--- src/include/hpsr_defs.vh ---
// register offsets, field positions, reset values and timing for the serial register bank
`ifndef HPSR_DEFS_VH
`define HPSR_DEFS_VH

`define HPSR_ADDR_LOW        7'h40
`define HPSR_ADDR_HIGH       7'h41

`define HPSR_IDX_VERSION     8'h00
`define HPSR_IDX_TRACK       8'h01
`define HPSR_IDX_DFLOOR      8'h02
`define HPSR_IDX_CCEIL       8'h03
`define HPSR_IDX_COLD        8'h04
`define HPSR_IDX_HOT         8'h05
`define HPSR_IDX_PWR         8'h06
`define HPSR_IDX_SLEEP       8'h07
`define HPSR_IDX_STORATE     8'h08
`define HPSR_IDX_PMON        8'h09
`define HPSR_IDX_INTERRUPT_ENABLES       8'h0a
`define HPSR_IDX_CTRL        8'h0b
`define HPSR_IDX_INTERRUPT_FLAGS      8'h0c
`define HPSR_IDX_STATUS      8'h0d
`define HPSR_IDX_PDATA0      8'h0e
`define HPSR_IDX_TEMPD       8'h11
`define HPSR_IDX_STOD        8'h12
`define HPSR_IDX_SRCD        8'h13
`define HPSR_IDX_LAST        8'h13

`define HPSR_RST_TRACK       8'h77
`define HPSR_RST_DFLOOR      8'h2d
`define HPSR_RST_CCEIL       8'h33
`define HPSR_RST_COLD        8'h8f
`define HPSR_RST_HOT         8'h2f
`define HPSR_RST_PWR         8'h07
`define HPSR_RST_SLEEP       8'h01
`define HPSR_RST_STORATE     8'h00
`define HPSR_RST_PMON        8'h00
`define HPSR_RST_INTERRUPT_ENABLES       8'h01

`define HPSR_MSK_TRACK       8'h7f
`define HPSR_MSK_THRESH      8'h3f
`define HPSR_MSK_PWR         8'h0f
`define HPSR_MSK_SLEEP       8'h0f
`define HPSR_MSK_STORATE     8'h07
`define HPSR_MSK_PMON        8'h0f
`define HPSR_MSK_IRQ         8'h3f
`define HPSR_MSK_STATUS      8'h5e

`define HPSR_PWR_HOLD        0
`define HPSR_PWR_CHGDIS      3
`define HPSR_CTRL_UPDATE     0
`define HPSR_CTRL_SYNC       2

// serial bus rates, in kHz, the slave must follow
`define HPSR_STD_KHZ         100
`define HPSR_FAST_KHZ        400
`define HPSR_FASTP_KHZ       1000

`endif

--- src/hdl/hpsr_sync2.v ---
// two flip-flop synchroniser for one pin level
`timescale 1ns/1ps
module hpsr_sync2 (
  // clock and reset
  input  wire core_clk_in,
  input  wire nrst_in,
  // level
  input  wire async_in,
  input  wire rst_val_in,
  output wire sync_out
);
  reg meta_ff;
  reg sync_ff;

  // both flops reset to a fixed 1; the rst_val_in tie-off only gates the output while reset is low
  always @(posedge core_clk_in) begin
    if (!nrst_in) begin
      meta_ff <= 1'b1;
      sync_ff <= 1'b1;
    end else begin
      meta_ff <= async_in;
      sync_ff <= meta_ff;
    end
  end

  assign sync_out = sync_ff & (nrst_in | rst_val_in);
endmodule

--- src/hdl/hpsr_serial_regs.v ---
// two-wire serial slave and register bank of the harvesting charger
`timescale 1ns/1ps
`include "hpsr_defs.vh"
module hpsr_serial_regs #(
  parameter [7:0] CHIP_VERSION = 8'h10  // arbitrary value
) (
  // clock and reset
  input  wire        core_clk_in,
  input  wire        nrst_in,
  input  wire        supply_ok_in,
  // serial bus pins
  input  wire        scl_in,
  input  wire        sda_in,
  output wire        sda_out,
  output wire        sda_oe_n_out,
  // configuration pins
  input  wire        addr_sel_in,
  input  wire        charge_inhibit_pin_in,
  input  wire        supply_hold_pin_in,
  // measurement side
  input  wire [5:0]  event_in,
  input  wire [7:0]  status_in,
  input  wire        sync_pending_in,
  input  wire [23:0] power_data_in,
  input  wire [7:0]  temperature_in,
  input  wire [7:0]  storage_voltage_in,
  input  wire [7:0]  source_voltage_in,
  // effective controls
  output reg         charge_enable_out,
  output reg         supply_from_storage_out,
  output reg         irq_out,
  output reg  [7:0]  tracking_config_out,
  output reg  [5:0]  discharge_floor_out,
  output reg  [5:0]  charge_ceiling_out,
  output reg  [3:0]  power_settings_out,
  output reg         use_regs_out
);
  // ----------------------------------------
  // states
  // ----------------------------------------
  localparam [5:0] ST_IDLE = 6'h01;
  localparam [5:0] ST_ADDR = 6'h02;
  localparam [5:0] ST_AACK = 6'h04;
  localparam [5:0] ST_WRX  = 6'h08;
  localparam [5:0] ST_RTX  = 6'h10;
  localparam [5:0] ST_MACK = 6'h20;
  // ----------------------------------------
  // pin synchronisers
  // ----------------------------------------
  wire [4:0] raw_pins;
  wire [4:0] sync_pins;
  wire [4:0] pin_rst;
  assign raw_pins = {supply_hold_pin_in, charge_inhibit_pin_in, addr_sel_in, sda_in, scl_in};
  assign pin_rst  = 5'h1f;
  genvar gi;
  generate
    for (gi = 0; gi < 5; gi = gi + 1) begin : g_sync
      hpsr_sync2 u_sync (
        .core_clk_in (core_clk_in),
        .nrst_in     (nrst_in),
        .async_in    (raw_pins[gi]),
        .rst_val_in  (pin_rst[gi]),
        .sync_out    (sync_pins[gi])
      );
    end
  endgenerate
  wire scl_s  = sync_pins[0];
  wire sda_s  = sync_pins[1];
  wire asel_s = sync_pins[2];
  wire inh_s  = sync_pins[3];
  wire hold_s = sync_pins[4];

  // ----------------------------------------
  // registers
  // ----------------------------------------
  reg  [7:0] track_ff;
  reg  [7:0] dfloor_ff;
  reg  [7:0] cceil_ff;
  reg  [7:0] cold_ff;
  reg  [7:0] hot_ff;
  reg  [7:0] pwr_ff;
  reg  [7:0] sleep_ff;
  reg  [7:0] storate_ff;
  reg  [7:0] pmon_ff;
  reg  [7:0] interrupt_enables_ff;
  reg        update_ff;
  reg  [5:0] flags_ff;
  reg        scl_d_ff;
  reg        sda_d_ff;
  reg  [5:0] state_ff;
  reg  [7:0] shift_ff;
  reg  [3:0] bitcnt_ff;
  reg  [7:0] index_ff;
  reg        first_ff;
  reg        rnw_ff;
  reg        drive_low_ff;
  reg        ack_hold_ff;

  // combined reset: pin reset or supply collapse
  wire rst_all = !nrst_in || !supply_ok_in;
  wire scl_rise = scl_s && !scl_d_ff;
  wire scl_fall = !scl_s && scl_d_ff;
  wire start_c  = scl_s && scl_d_ff && sda_d_ff && !sda_s;
  wire stop_c   = scl_s && scl_d_ff && !sda_d_ff && sda_s;
  // address select defaults high when pin floats
  wire [6:0] own_addr = asel_s ? `HPSR_ADDR_HIGH : `HPSR_ADDR_LOW;
  // ----------------------------------------
  // read mux
  // ----------------------------------------
  function [7:0] hpsr_rd;
    input [7:0] idx;
    begin
      case (idx)
        `HPSR_IDX_VERSION: hpsr_rd = CHIP_VERSION;
        `HPSR_IDX_TRACK:   hpsr_rd = track_ff;
        `HPSR_IDX_DFLOOR:  hpsr_rd = dfloor_ff;
        `HPSR_IDX_CCEIL:   hpsr_rd = cceil_ff;
        `HPSR_IDX_COLD:    hpsr_rd = cold_ff;
        `HPSR_IDX_HOT:     hpsr_rd = hot_ff;
        `HPSR_IDX_PWR:     hpsr_rd = pwr_ff;
        `HPSR_IDX_SLEEP:   hpsr_rd = sleep_ff;
        `HPSR_IDX_STORATE: hpsr_rd = storate_ff;
        `HPSR_IDX_PMON:    hpsr_rd = pmon_ff;
        `HPSR_IDX_INTERRUPT_ENABLES:   hpsr_rd = interrupt_enables_ff;
        `HPSR_IDX_CTRL:    hpsr_rd = {5'h00, sync_pending_in, 1'b0, update_ff};
        `HPSR_IDX_INTERRUPT_FLAGS:  hpsr_rd = {2'h0, flags_ff};
        `HPSR_IDX_STATUS:  hpsr_rd = status_in & `HPSR_MSK_STATUS;
        8'h0e:             hpsr_rd = power_data_in[7:0];
        8'h0f:             hpsr_rd = power_data_in[15:8];
        8'h10:             hpsr_rd = power_data_in[23:16];
        `HPSR_IDX_TEMPD:   hpsr_rd = temperature_in;
        `HPSR_IDX_STOD:    hpsr_rd = storage_voltage_in;
        `HPSR_IDX_SRCD:    hpsr_rd = source_voltage_in;
        default:           hpsr_rd = 8'h00;
      endcase
    end
  endfunction

  // ----------------------------------------
  // serial engine
  // ----------------------------------------
  // samples sda on scl rise, changes sda on scl fall; the 20 MHz core clock
  // oversamples a 1 MHz bus clock ten times per half period
  wire       byte_done = scl_rise && (bitcnt_ff == 4'h7);
  wire [7:0] rx_byte   = {shift_ff[6:0], sda_s};
  wire       wr_data   = (state_ff == ST_WRX) && byte_done && !first_ff;
  wire [7:0] rd_next   = hpsr_rd(index_ff);

  always @(posedge core_clk_in) begin
    if (rst_all) begin
      scl_d_ff     <= 1'b1;
      sda_d_ff     <= 1'b1;
      state_ff     <= ST_IDLE;
      shift_ff     <= 8'h00;
      bitcnt_ff    <= 4'h0;
      index_ff     <= 8'h00;
      first_ff     <= 1'b0;
      rnw_ff       <= 1'b0;
      drive_low_ff <= 1'b0;
      ack_hold_ff  <= 1'b0;
    end else begin
      scl_d_ff <= scl_s;
      sda_d_ff <= sda_s;
      if (start_c) begin
        state_ff     <= ST_ADDR;
        bitcnt_ff    <= 4'h0;
        drive_low_ff <= 1'b0;
      end else if (stop_c) begin
        state_ff     <= ST_IDLE;
        drive_low_ff <= 1'b0;
      end else begin
        case (state_ff)
          ST_IDLE: begin
            drive_low_ff <= 1'b0;
          end
          ST_ADDR: begin
            if (scl_rise) begin
              shift_ff  <= rx_byte;
              bitcnt_ff <= bitcnt_ff + 4'h1;
            end
            if (byte_done) begin
              if (rx_byte[7:1] == own_addr) begin
                rnw_ff   <= rx_byte[0];
                first_ff <= 1'b1;
                state_ff <= ST_AACK;
              end else begin
                state_ff <= ST_IDLE;
              end
            end
          end
          ST_AACK: begin
            // ack bit: drive low from the falling edge after the 8th bit
            if (scl_fall && !drive_low_ff) begin
              drive_low_ff <= 1'b1;
            end else if (scl_fall && drive_low_ff) begin
              bitcnt_ff <= 4'h0;
              if (rnw_ff) begin
                shift_ff     <= rd_next;
                drive_low_ff <= !rd_next[7];
                state_ff     <= ST_RTX;
              end else begin
                drive_low_ff <= 1'b0;
                // first_ff was set by the address, so only the next byte is an index
                state_ff     <= ST_WRX;
              end
            end
          end
          ST_WRX: begin
            if (scl_rise) begin
              shift_ff  <= rx_byte;
              bitcnt_ff <= bitcnt_ff + 4'h1;
            end
            if (byte_done) begin
              if (first_ff) begin
                index_ff <= rx_byte;
              end else begin
                index_ff <= index_ff + 8'h01;
              end
              first_ff <= 1'b0;
              rnw_ff   <= 1'b0;
              state_ff <= ST_AACK;
            end
          end
          ST_RTX: begin
            if (scl_rise) begin
              bitcnt_ff <= bitcnt_ff + 4'h1;
            end
            if (scl_fall) begin
              if (bitcnt_ff == 4'h8) begin
                drive_low_ff <= 1'b0;
                index_ff     <= index_ff + 8'h01;
                state_ff     <= ST_MACK;
              end else begin
                shift_ff     <= {shift_ff[6:0], 1'b0};
                drive_low_ff <= !shift_ff[6];
              end
            end
          end
          ST_MACK: begin
            if (scl_rise) begin
              ack_hold_ff <= sda_s;
            end
            if (scl_fall) begin
              if (ack_hold_ff) begin
                state_ff <= ST_IDLE;
              end else begin
                bitcnt_ff    <= 4'h0;
                shift_ff     <= rd_next;
                drive_low_ff <= !rd_next[7];
                state_ff     <= ST_RTX;
              end
            end
          end
          default: begin
            state_ff <= ST_IDLE;
          end
        endcase
      end
    end
  end

  // open drain: enable low means pull low
  assign sda_out      = 1'b0;
  assign sda_oe_n_out = !drive_low_ff;

  // ----------------------------------------
  // register writes
  // ----------------------------------------
  always @(posedge core_clk_in) begin
    if (rst_all) begin
      track_ff   <= `HPSR_RST_TRACK;
      dfloor_ff  <= `HPSR_RST_DFLOOR;
      cceil_ff   <= `HPSR_RST_CCEIL;
      cold_ff    <= `HPSR_RST_COLD;
      hot_ff     <= `HPSR_RST_HOT;
      pwr_ff     <= `HPSR_RST_PWR;
      sleep_ff   <= `HPSR_RST_SLEEP;
      storate_ff <= `HPSR_RST_STORATE;
      pmon_ff    <= `HPSR_RST_PMON;
      interrupt_enables_ff   <= `HPSR_RST_INTERRUPT_ENABLES;
      update_ff  <= 1'b0;
    end else if (wr_data) begin
      case (index_ff)
        `HPSR_IDX_TRACK:   track_ff   <= rx_byte & `HPSR_MSK_TRACK;
        `HPSR_IDX_DFLOOR:  dfloor_ff  <= rx_byte & `HPSR_MSK_THRESH;
        `HPSR_IDX_CCEIL:   cceil_ff   <= rx_byte & `HPSR_MSK_THRESH;
        `HPSR_IDX_COLD:    cold_ff    <= rx_byte;
        `HPSR_IDX_HOT:     hot_ff     <= rx_byte;
        `HPSR_IDX_PWR:     pwr_ff     <= rx_byte & `HPSR_MSK_PWR;
        `HPSR_IDX_SLEEP:   sleep_ff   <= rx_byte & `HPSR_MSK_SLEEP;
        `HPSR_IDX_STORATE: storate_ff <= rx_byte & `HPSR_MSK_STORATE;
        `HPSR_IDX_PMON:    pmon_ff    <= rx_byte & `HPSR_MSK_PMON;
        `HPSR_IDX_INTERRUPT_ENABLES:   interrupt_enables_ff   <= rx_byte & `HPSR_MSK_IRQ;
        // update is sticky: once set, pins stay ignored until reset
        `HPSR_IDX_CTRL:    update_ff  <= update_ff | rx_byte[`HPSR_CTRL_UPDATE];
        default: begin
        end
      endcase
    end
  end

  // ----------------------------------------
  // flags and interrupt
  // ----------------------------------------
  // flags clear when the flag register is read out; a new event wins
  wire flg_read = (state_ff == ST_RTX) && scl_fall && (bitcnt_ff == 4'h8) &&
                  (index_ff == `HPSR_IDX_INTERRUPT_FLAGS);
  always @(posedge core_clk_in) begin
    if (rst_all) begin
      flags_ff <= 6'h00;
      irq_out  <= 1'b0;
    end else begin
      flags_ff <= (flg_read ? 6'h00 : flags_ff) | (event_in & interrupt_enables_ff[5:0]);
      // interface-ready flag is raised when leaving reset through event_in[0]
      irq_out  <= |(flags_ff & interrupt_enables_ff[5:0]) | !interrupt_enables_ff[0];
    end
  end

  // ----------------------------------------
  // effective controls
  // ----------------------------------------
  always @(posedge core_clk_in) begin
    if (rst_all) begin
      charge_enable_out       <= 1'b0;
      supply_from_storage_out <= 1'b0;
      tracking_config_out     <= `HPSR_RST_TRACK;
      discharge_floor_out     <= 6'h2d;
      charge_ceiling_out      <= 6'h33;
      power_settings_out      <= 4'h7;
      use_regs_out            <= 1'b0;
    end else begin
      use_regs_out        <= update_ff;
      tracking_config_out <= track_ff;
      discharge_floor_out <= dfloor_ff[5:0];
      charge_ceiling_out  <= cceil_ff[5:0];
      power_settings_out  <= pwr_ff[3:0];
      if (update_ff) begin
        charge_enable_out       <= !pwr_ff[`HPSR_PWR_CHGDIS];
        supply_from_storage_out <= pwr_ff[`HPSR_PWR_HOLD];
      end else begin
        charge_enable_out       <= !inh_s;
        supply_from_storage_out <= hold_s;
      end
    end
  end
endmodule

--- config.mk ---
export PLATFORM = sky130hd
export DESIGN_NAME = hpsr_serial_regs
export DESIGN_NICKNAME = d
export VERILOG_FILES = /design/src/hdl/hpsr_sync2.v /design/src/hdl/hpsr_serial_regs.v
export VERILOG_INCLUDE_DIRS = /design/src /design/src/include
export SDC_FILE = /design/constraint.sdc
export NUM_CORES = 1
export LEC_CHECK = 0
export ABC_AREA = 1
export BUFFER_PORTS_ARGS = -buffer_cell sky130_fd_sc_hd__buf_2
export CAP_MARGIN = 20
export CORE_MARGIN = 2
export CORE_UTILIZATION = 45
export CTS_BUF_LIST = sky130_fd_sc_hd__clkbuf_4
export DETAILED_ROUTE_END_ITERATION = 7
export MAX_ROUTING_LAYER = met4
export PLACE_DENSITY = 0.66
export SLEW_MARGIN = 15
export SYNTH_ARGS = -nofsm -noshare
export SYNTH_HDL_FRONTEND = slang
export SYNTH_HIERARCHICAL = 1
export SYNTH_SLANG_ARGS = --single-unit
--- constraint.sdc ---
create_clock -name core_clk_in -period 2.25 [get_ports core_clk_in]
set_input_delay 0.45 -clock core_clk_in [delete_from_list [all_inputs] [get_ports core_clk_in]]
set_output_delay 0.45 -clock core_clk_in [all_outputs]
set_load 0.05 [all_outputs]
# --- Word level (Yosys, flattened, before mapping) ---
# Index checks and enable logic that the tools add are counted.
totals:
  register_bits: 131
  input_bits: 71
  out_inout_bits: 30
op_classes:
  n_addsub: 2
  n_eq_ne: 50
  mux: 53
  n_bitwise: 8
  reduce_logical: 59
ops:
  columns: ["op", "count"]
  rows:
  - ["$pmux 8 s20", 1]
  - ["$eq 8x4->1 const B", 8]
  - ["$mux 7", 8]
  - ["$mux 6", 8]
  - ["$pmux 6 s6", 1]
  - ["$eq 8x3->1 const B", 4]
  - ["$eq 8x5->1 const B", 4]
  - ["$mux 8", 4]
  - ["$pmux 7 s4", 1]
  - ["$ne 4x4->1 const B", 6]
  - ["$reduce_and 2->1", 11]
  - ["$mux 4", 5]
  - ["$ne 2x2->1 const B", 10]
  - ["$eq 8x2->1 const B", 2]
  - ["$pmux 8 s2", 1]
  - ["$reduce_and 8->1", 2]
  - ["$logic_and 1x1->1", 15]
  - ["$mux 1", 15]
  - ["$logic_not 1->1", 13]
  - ["$and 6x6->6", 2]
  - ["$pmux 4 s3", 1]
  - ["$reduce_and 6->1", 2]
  - ["$reduce_and 11->1", 1]
  - ["$mux 5", 2]
  - ["33 further kinds", 45]

# --- Depth between registers and ports, before layout ---
depth:
  word_depth: 8
  depth_mapped: 13
  ltp_nobuf: 13

# --- By module ---
# Netlist, hierarchy kept.
by_module_without_submodules:
  columns: ["module", "instances", "cells_per_inst", "area_per_inst_um2", "seq_area_each_um2"]
  rows:
  - ["hpsr_serial_regs", 1, 903, 6083.3, 2422.3]
  - ["hpsr_sync2", 5, 9, 66.3, 40.0]

# --- Least setup slack after synthesis ---
# OpenSTA, ideal clock, no wires.
synth_timing:
  kind: "register to register"
  startpoint: "register g_sync[1].u_sync.sync_ff"
  endpoint: "register shift_ff[0]"
  setup_ns: 0.117
  arrival_time_ns: 1.543
  required_ns: 2.133
  slack_ns: 0.590
  stages_incl_launch_ff: 13
  path_cell_list: "dfxtp_1 -> inv_1 -> nor2_1 -> inv_1 -> nor3_1 -> nor2_1 -> nand3_1 -> nor2_1 -> nand2_4 -> buf_6 -> nand2_1 -> nand2_1 -> a21oi_1"
synth_between:
  elab_chain_len: 4
  word_cells_on_any_way: 8
  classes_between: "mux: 2; bitwise: 2; reduce/logical: 4"
synth_lines:
  columns: ["element", "line_no", "text"]
  rows:
  - ["start: declaration", "hpsr_sync2.v:13", "reg sync_ff;"]
  - ["start signal: assignment", "hpsr_sync2.v:22", "sync_ff <= meta_ff;"]
  - ["$logic_not 1->1", "hpsr_serial_regs.v:103", "wire start_c = scl_s && scl_d_ff && sda_d_ff && !sda_s;"]
  - ["$logic_and 1x1->1", "hpsr_serial_regs.v:103", null]
  - ["$not 1->1 (no line)", null, null]
  - ["$reduce_and 11->1 (no line)", null, null]
  - ["end signal: assignment", "hpsr_serial_regs.v:178", "shift_ff <= rx_byte;"]
  - ["end signal: assignment", "hpsr_serial_regs.v:198", "shift_ff <= rd_next;"]
  - ["end signal: assignment", "hpsr_serial_regs.v:210", "shift_ff <= rx_byte;"]
  - ["end: declaration", "hpsr_serial_regs.v:91", "reg [7:0] shift_ff;"]
# Several ways; a longest one is shown, not always the timed one. The select of a mux whose other input is x is not followed.
# A chain may end at the register's enable or synchronous reset.

# --- Worst setup path in the final report ---
layout_timing:
  startpoint: "register index_ff[1]"
  endpoint: "register track_ff[0]"
layout_between:
  elab_chain_len: 2
layout_lines:
  columns: ["element", "line_no", "text"]
  rows:
  - ["start: declaration", "hpsr_serial_regs.v:93", "reg [7:0] index_ff;"]
  - ["start signal: assignment", "hpsr_serial_regs.v:215", "index_ff <= rx_byte;"]
  - ["start signal: assignment", "hpsr_serial_regs.v:217", "index_ff <= index_ff + 8'h01;"]
  - ["start signal: assignment", "hpsr_serial_regs.v:231", "index_ff <= index_ff + 8'h01;"]
  - ["$eq 8x1->1", "hpsr_serial_regs.v:283", "case (index_ff)"]
  - ["$reduce_and 2->1 (no line)", null, null]
  - ["end signal: assignment", "hpsr_serial_regs.v:271", "track_ff <= `HPSR_RST_TRACK;"]
  - ["end signal: assignment", "hpsr_serial_regs.v:284", "`HPSR_IDX_TRACK: track_ff <= rx_byte & `HPSR_MSK_TRACK;"]
  - ["end: declaration", "hpsr_serial_regs.v:76", "reg [7:0] track_ff;"]
# Every way passes these cells.

==> results.cfg <==
[critical_path]
crit_chain = inv_1 -> ha_1 -> inv_1 -> nor2_1 -> nand2_1 -> inv_1 -> nand2_1 -> buf_4 -> nand2_1 -> o211ai_1
cp_max_fo = 8
end_kind = register
max_stage_delay_ns = 0.34
cp.arrival_ns = 2.49
slowest_stage = dfxtp_1
critPathKind = reg2reg
crit_path_start_kind = register
crit_required_ns = 2.71

[timing]
hold_viol = 0
finalSetupViolCount = 0
max_freq_mhz = 494.6
slew_violations = 0
fin_skew_ns = 0.02263
fin_setup_tns_ns = 0
rsz0062_at_grt = false
min_period_over_period = 0.8986
fin_crit_ns = 2.022

[logic_synthesis]
yosysMostFrequentCell = nand2_1
synthDominantCellAreaShare = 0.4088
yosys.area_share.simple = 0.3581
synth_common_cells = nand2_1 (258), dfxtp_1 (131), nor2_1 (103)
synth-main-ff-cell = dfxtp_1
netlist_instances = 948
synth_fa_ha_area_frac = 0.01170
ys_async_sr_fraction = 0
synth_xor_area_frac = 0.004096
synth_compound_area_frac = 0.1291
synth_edf_count = 0
ys_ff_latch = 131
synthTopCellsByArea = dfxtp_1 (41%), nand2_1 (15%), nand3_1 (6.8%), nor2_1 (6.0%), inv_1 (5.3%)
muxShareOfSynthArea = 0
synth_top_cell_by_area = dfxtp_1
synth_area_sq_um = 6415
ys_seq_area_frac = 0.4088
synth.distinct_cells = 42
syn_area_per_cell_sq_um = 6.767
synth_top_family_by_area = simple AND/OR/NAND/NOR gates
yosysWarnings = 6

[power_and_ir_drop]
seqPwrFrac = 0.543
p_int_w = 0.003222
power_frac_clock = 0.395
power.share.combinational = 0.062
irDropWorstVdd_mv = 0.4009
switching_share = 0.2536
power.density_nw_per_um2 = 573.1
leakage_nw = 3.638
p_sw_w = 0.001095

[cts]
hold_buffers = 0
cts_buffer_depth = 2
cts_tree = done
clk_pin_slew_worst_paths_ns = 0.12
htreeDepth = 4
cts_buffers = 17
clock-root-buffer = clkbuf_4
cts_sinks = 131
clock_latency_ns = 0.58

[route]
wl_mm = 18.95
antenna_left = 0
drt-wirelength-per-cell_microns = 15.04
vias = 6469
drt_first_pass_iters = 5
drc = 0
drt-initial-drc-count = 607
via_per_inst = 5.134

[floorplanning]
num_io_pins = 101
core_sq_um = 13880
rows = 43
die_w_microns = 123.4
die-area_sq_um = 15230
die_h_microns = 123.4
initial_core_util = 0.4621

[layout]
layout.nets = 1143
multiInputGateArea_sq_um = 3256
layout-drive-gt1-share = 0.1946
area_delta_synth_final_pct = 17.42
seq_area_sq_um = 2623
final_cells = 1260
nFillCells = 1433

[grt]
grt_usage = 0.2646
antenna_found_initial = 1
grt-ovfl-total = 0
grt_pass1_vias = 5666
grt_max_degree = 53
grt_pass1_wl_mm = 29.17

[placed_design]
place_inst = 1226
place_congestion = 0.9270
io_buffers = 95
hpwl_mm = 14.17

[hold_path]
hp-class = in2reg

[status]
status = finished clean

[run]
max_cap_violations = 0
==> flip-flops by register name (all words and copies together), names as in the netlist, 3 cells and up <==
name,flops
dfloor_ff,6
track_ff,7
hot_ff,8
flags_ff,6
charge_ceiling_out,6
cold_ff,8
storate_ff,3
index_ff,8
pmon_ff,4
cceil_ff,6
g_sync.u_sync/sync_ff,5
pwr_ff,4
bitcnt_ff,4
state_ff,6
sleep_ff,4
interrupt_enables_ff,6
discharge_floor_out,6
g_sync.u_sync/meta_ff,5
tracking_config_out,7
shift_ff,7
power_settings_out,4
==> cell type report <==
class                           instances  share of cell area
Sequential cell                       131              0.3482
Timing Repair Buffer                  130             0.09967
Clock inverter                         13             0.02126
Antenna cell                            1           0.0003322
Clock buffer                           19             0.01894
Multi-Input combinational cell        687              0.4322
Tap cell                              180             0.02990
Inverter                               99             0.04950
==> power by group through the flow <==
stage / Combinational, W / Sequential [W] / Clock [W]
floorplan: 0.000139 / 0.00240 / 0
global placement: 0.000265 / 0.00240 / 0
detailed placement: 0.000265 / 0.00240 / 0
CTS: 0.000266 / 0.00234 / 0.00175
global route: 0.000295 / 0.00235 / 0.00186
finish: 0.000266 / 0.00234 / 0.00171
==> layer usage <==
metal | up-vias | GRT usage | wire length, microns
met5 | - | - | 0
met4 | 0 | 0.1044 | 535
met3 | 38 | 0.06181 | 1255
met2 | 223 | 0.4193 | 8964
met1 | 2897 | 0.3262 | 8191
li1 | 3311 | - | -
==> cell usage in the layout, fill, tap and decap left out, types with 19 or more instances in the layout <==
cell	instances
inv_1	90
nor2_1	102
nand3_1	87
dfxtp_1	131
clkbuf_4	19
buf_2	95
buf_4	34
nand2_1	258
a21oi_1	60
o21ai_0	48
o211ai_1	27
==> final timing paths <==
path	start	endpoint	slack, ns	cells past startpoint
worst max-delay path	index_ff[1]$_SDFFE_PP0P_	track_ff[0]$_SDFFE_PP1P_	0.23	10
worst min-delay path	sda_in	g_sync[1].u_sync/meta_ff$_SDFF_PN1_	0.05	3
worst max register to register	index_ff[1]$_SDFFE_PP0P_	track_ff[0]$_SDFFE_PP1P_	0.23	10
worst min register to register	g_sync[4].u_sync/meta_ff$_SDFF_PN1_	g_sync[4].u_sync/sync_ff$_SDFF_PN1_	0.41	2
==> timing repair <==
action	4_1_cts	5_1_grt
hold endpoints to repair	0	0
buffers inserted	0	1
setup endpoints to repair	0	4
gates resized for setup	0	0
==> critical path: cells and delay by family, from the launching register on <==
kind,cells,cell delay [ns]
buffers and inverters,4,0.54
AND/OR/NAND/NOR,4,0.73
AO/OA/AOI/OAI,1,0.08
flip-flops,1,0.34
adder cells (fa/ha/maj),1,0.24
==> cells by family after synthesis <==
kind of cell,after synthesis
DFF,131
AOI/OAI and AO/OA,147
buffers and inverters,135
and+or+nand+nor,524
xor gates and xnor gates,3
other,2
adders and majority gates,6
==> stage by stage <==
step,cell area [sq um],hold slack (ns),setup slack (ns),power (W),util
floorplan,6434,0.3795,0.5903,0.002541,-
global placement,7219,0.3807,0.2172,0.002661,0.5201
detailed placement,7219,0.3872,0.1719,0.002662,0.5201
CTS,7522,0.005287,0.1009,0.004360,0.5419
global route,7532,0.009348,0.07599,0.004507,0.5426
finish,7532,0.04886,0.2282,0.004317,0.5426
Power figures use the tool's default switching activity.
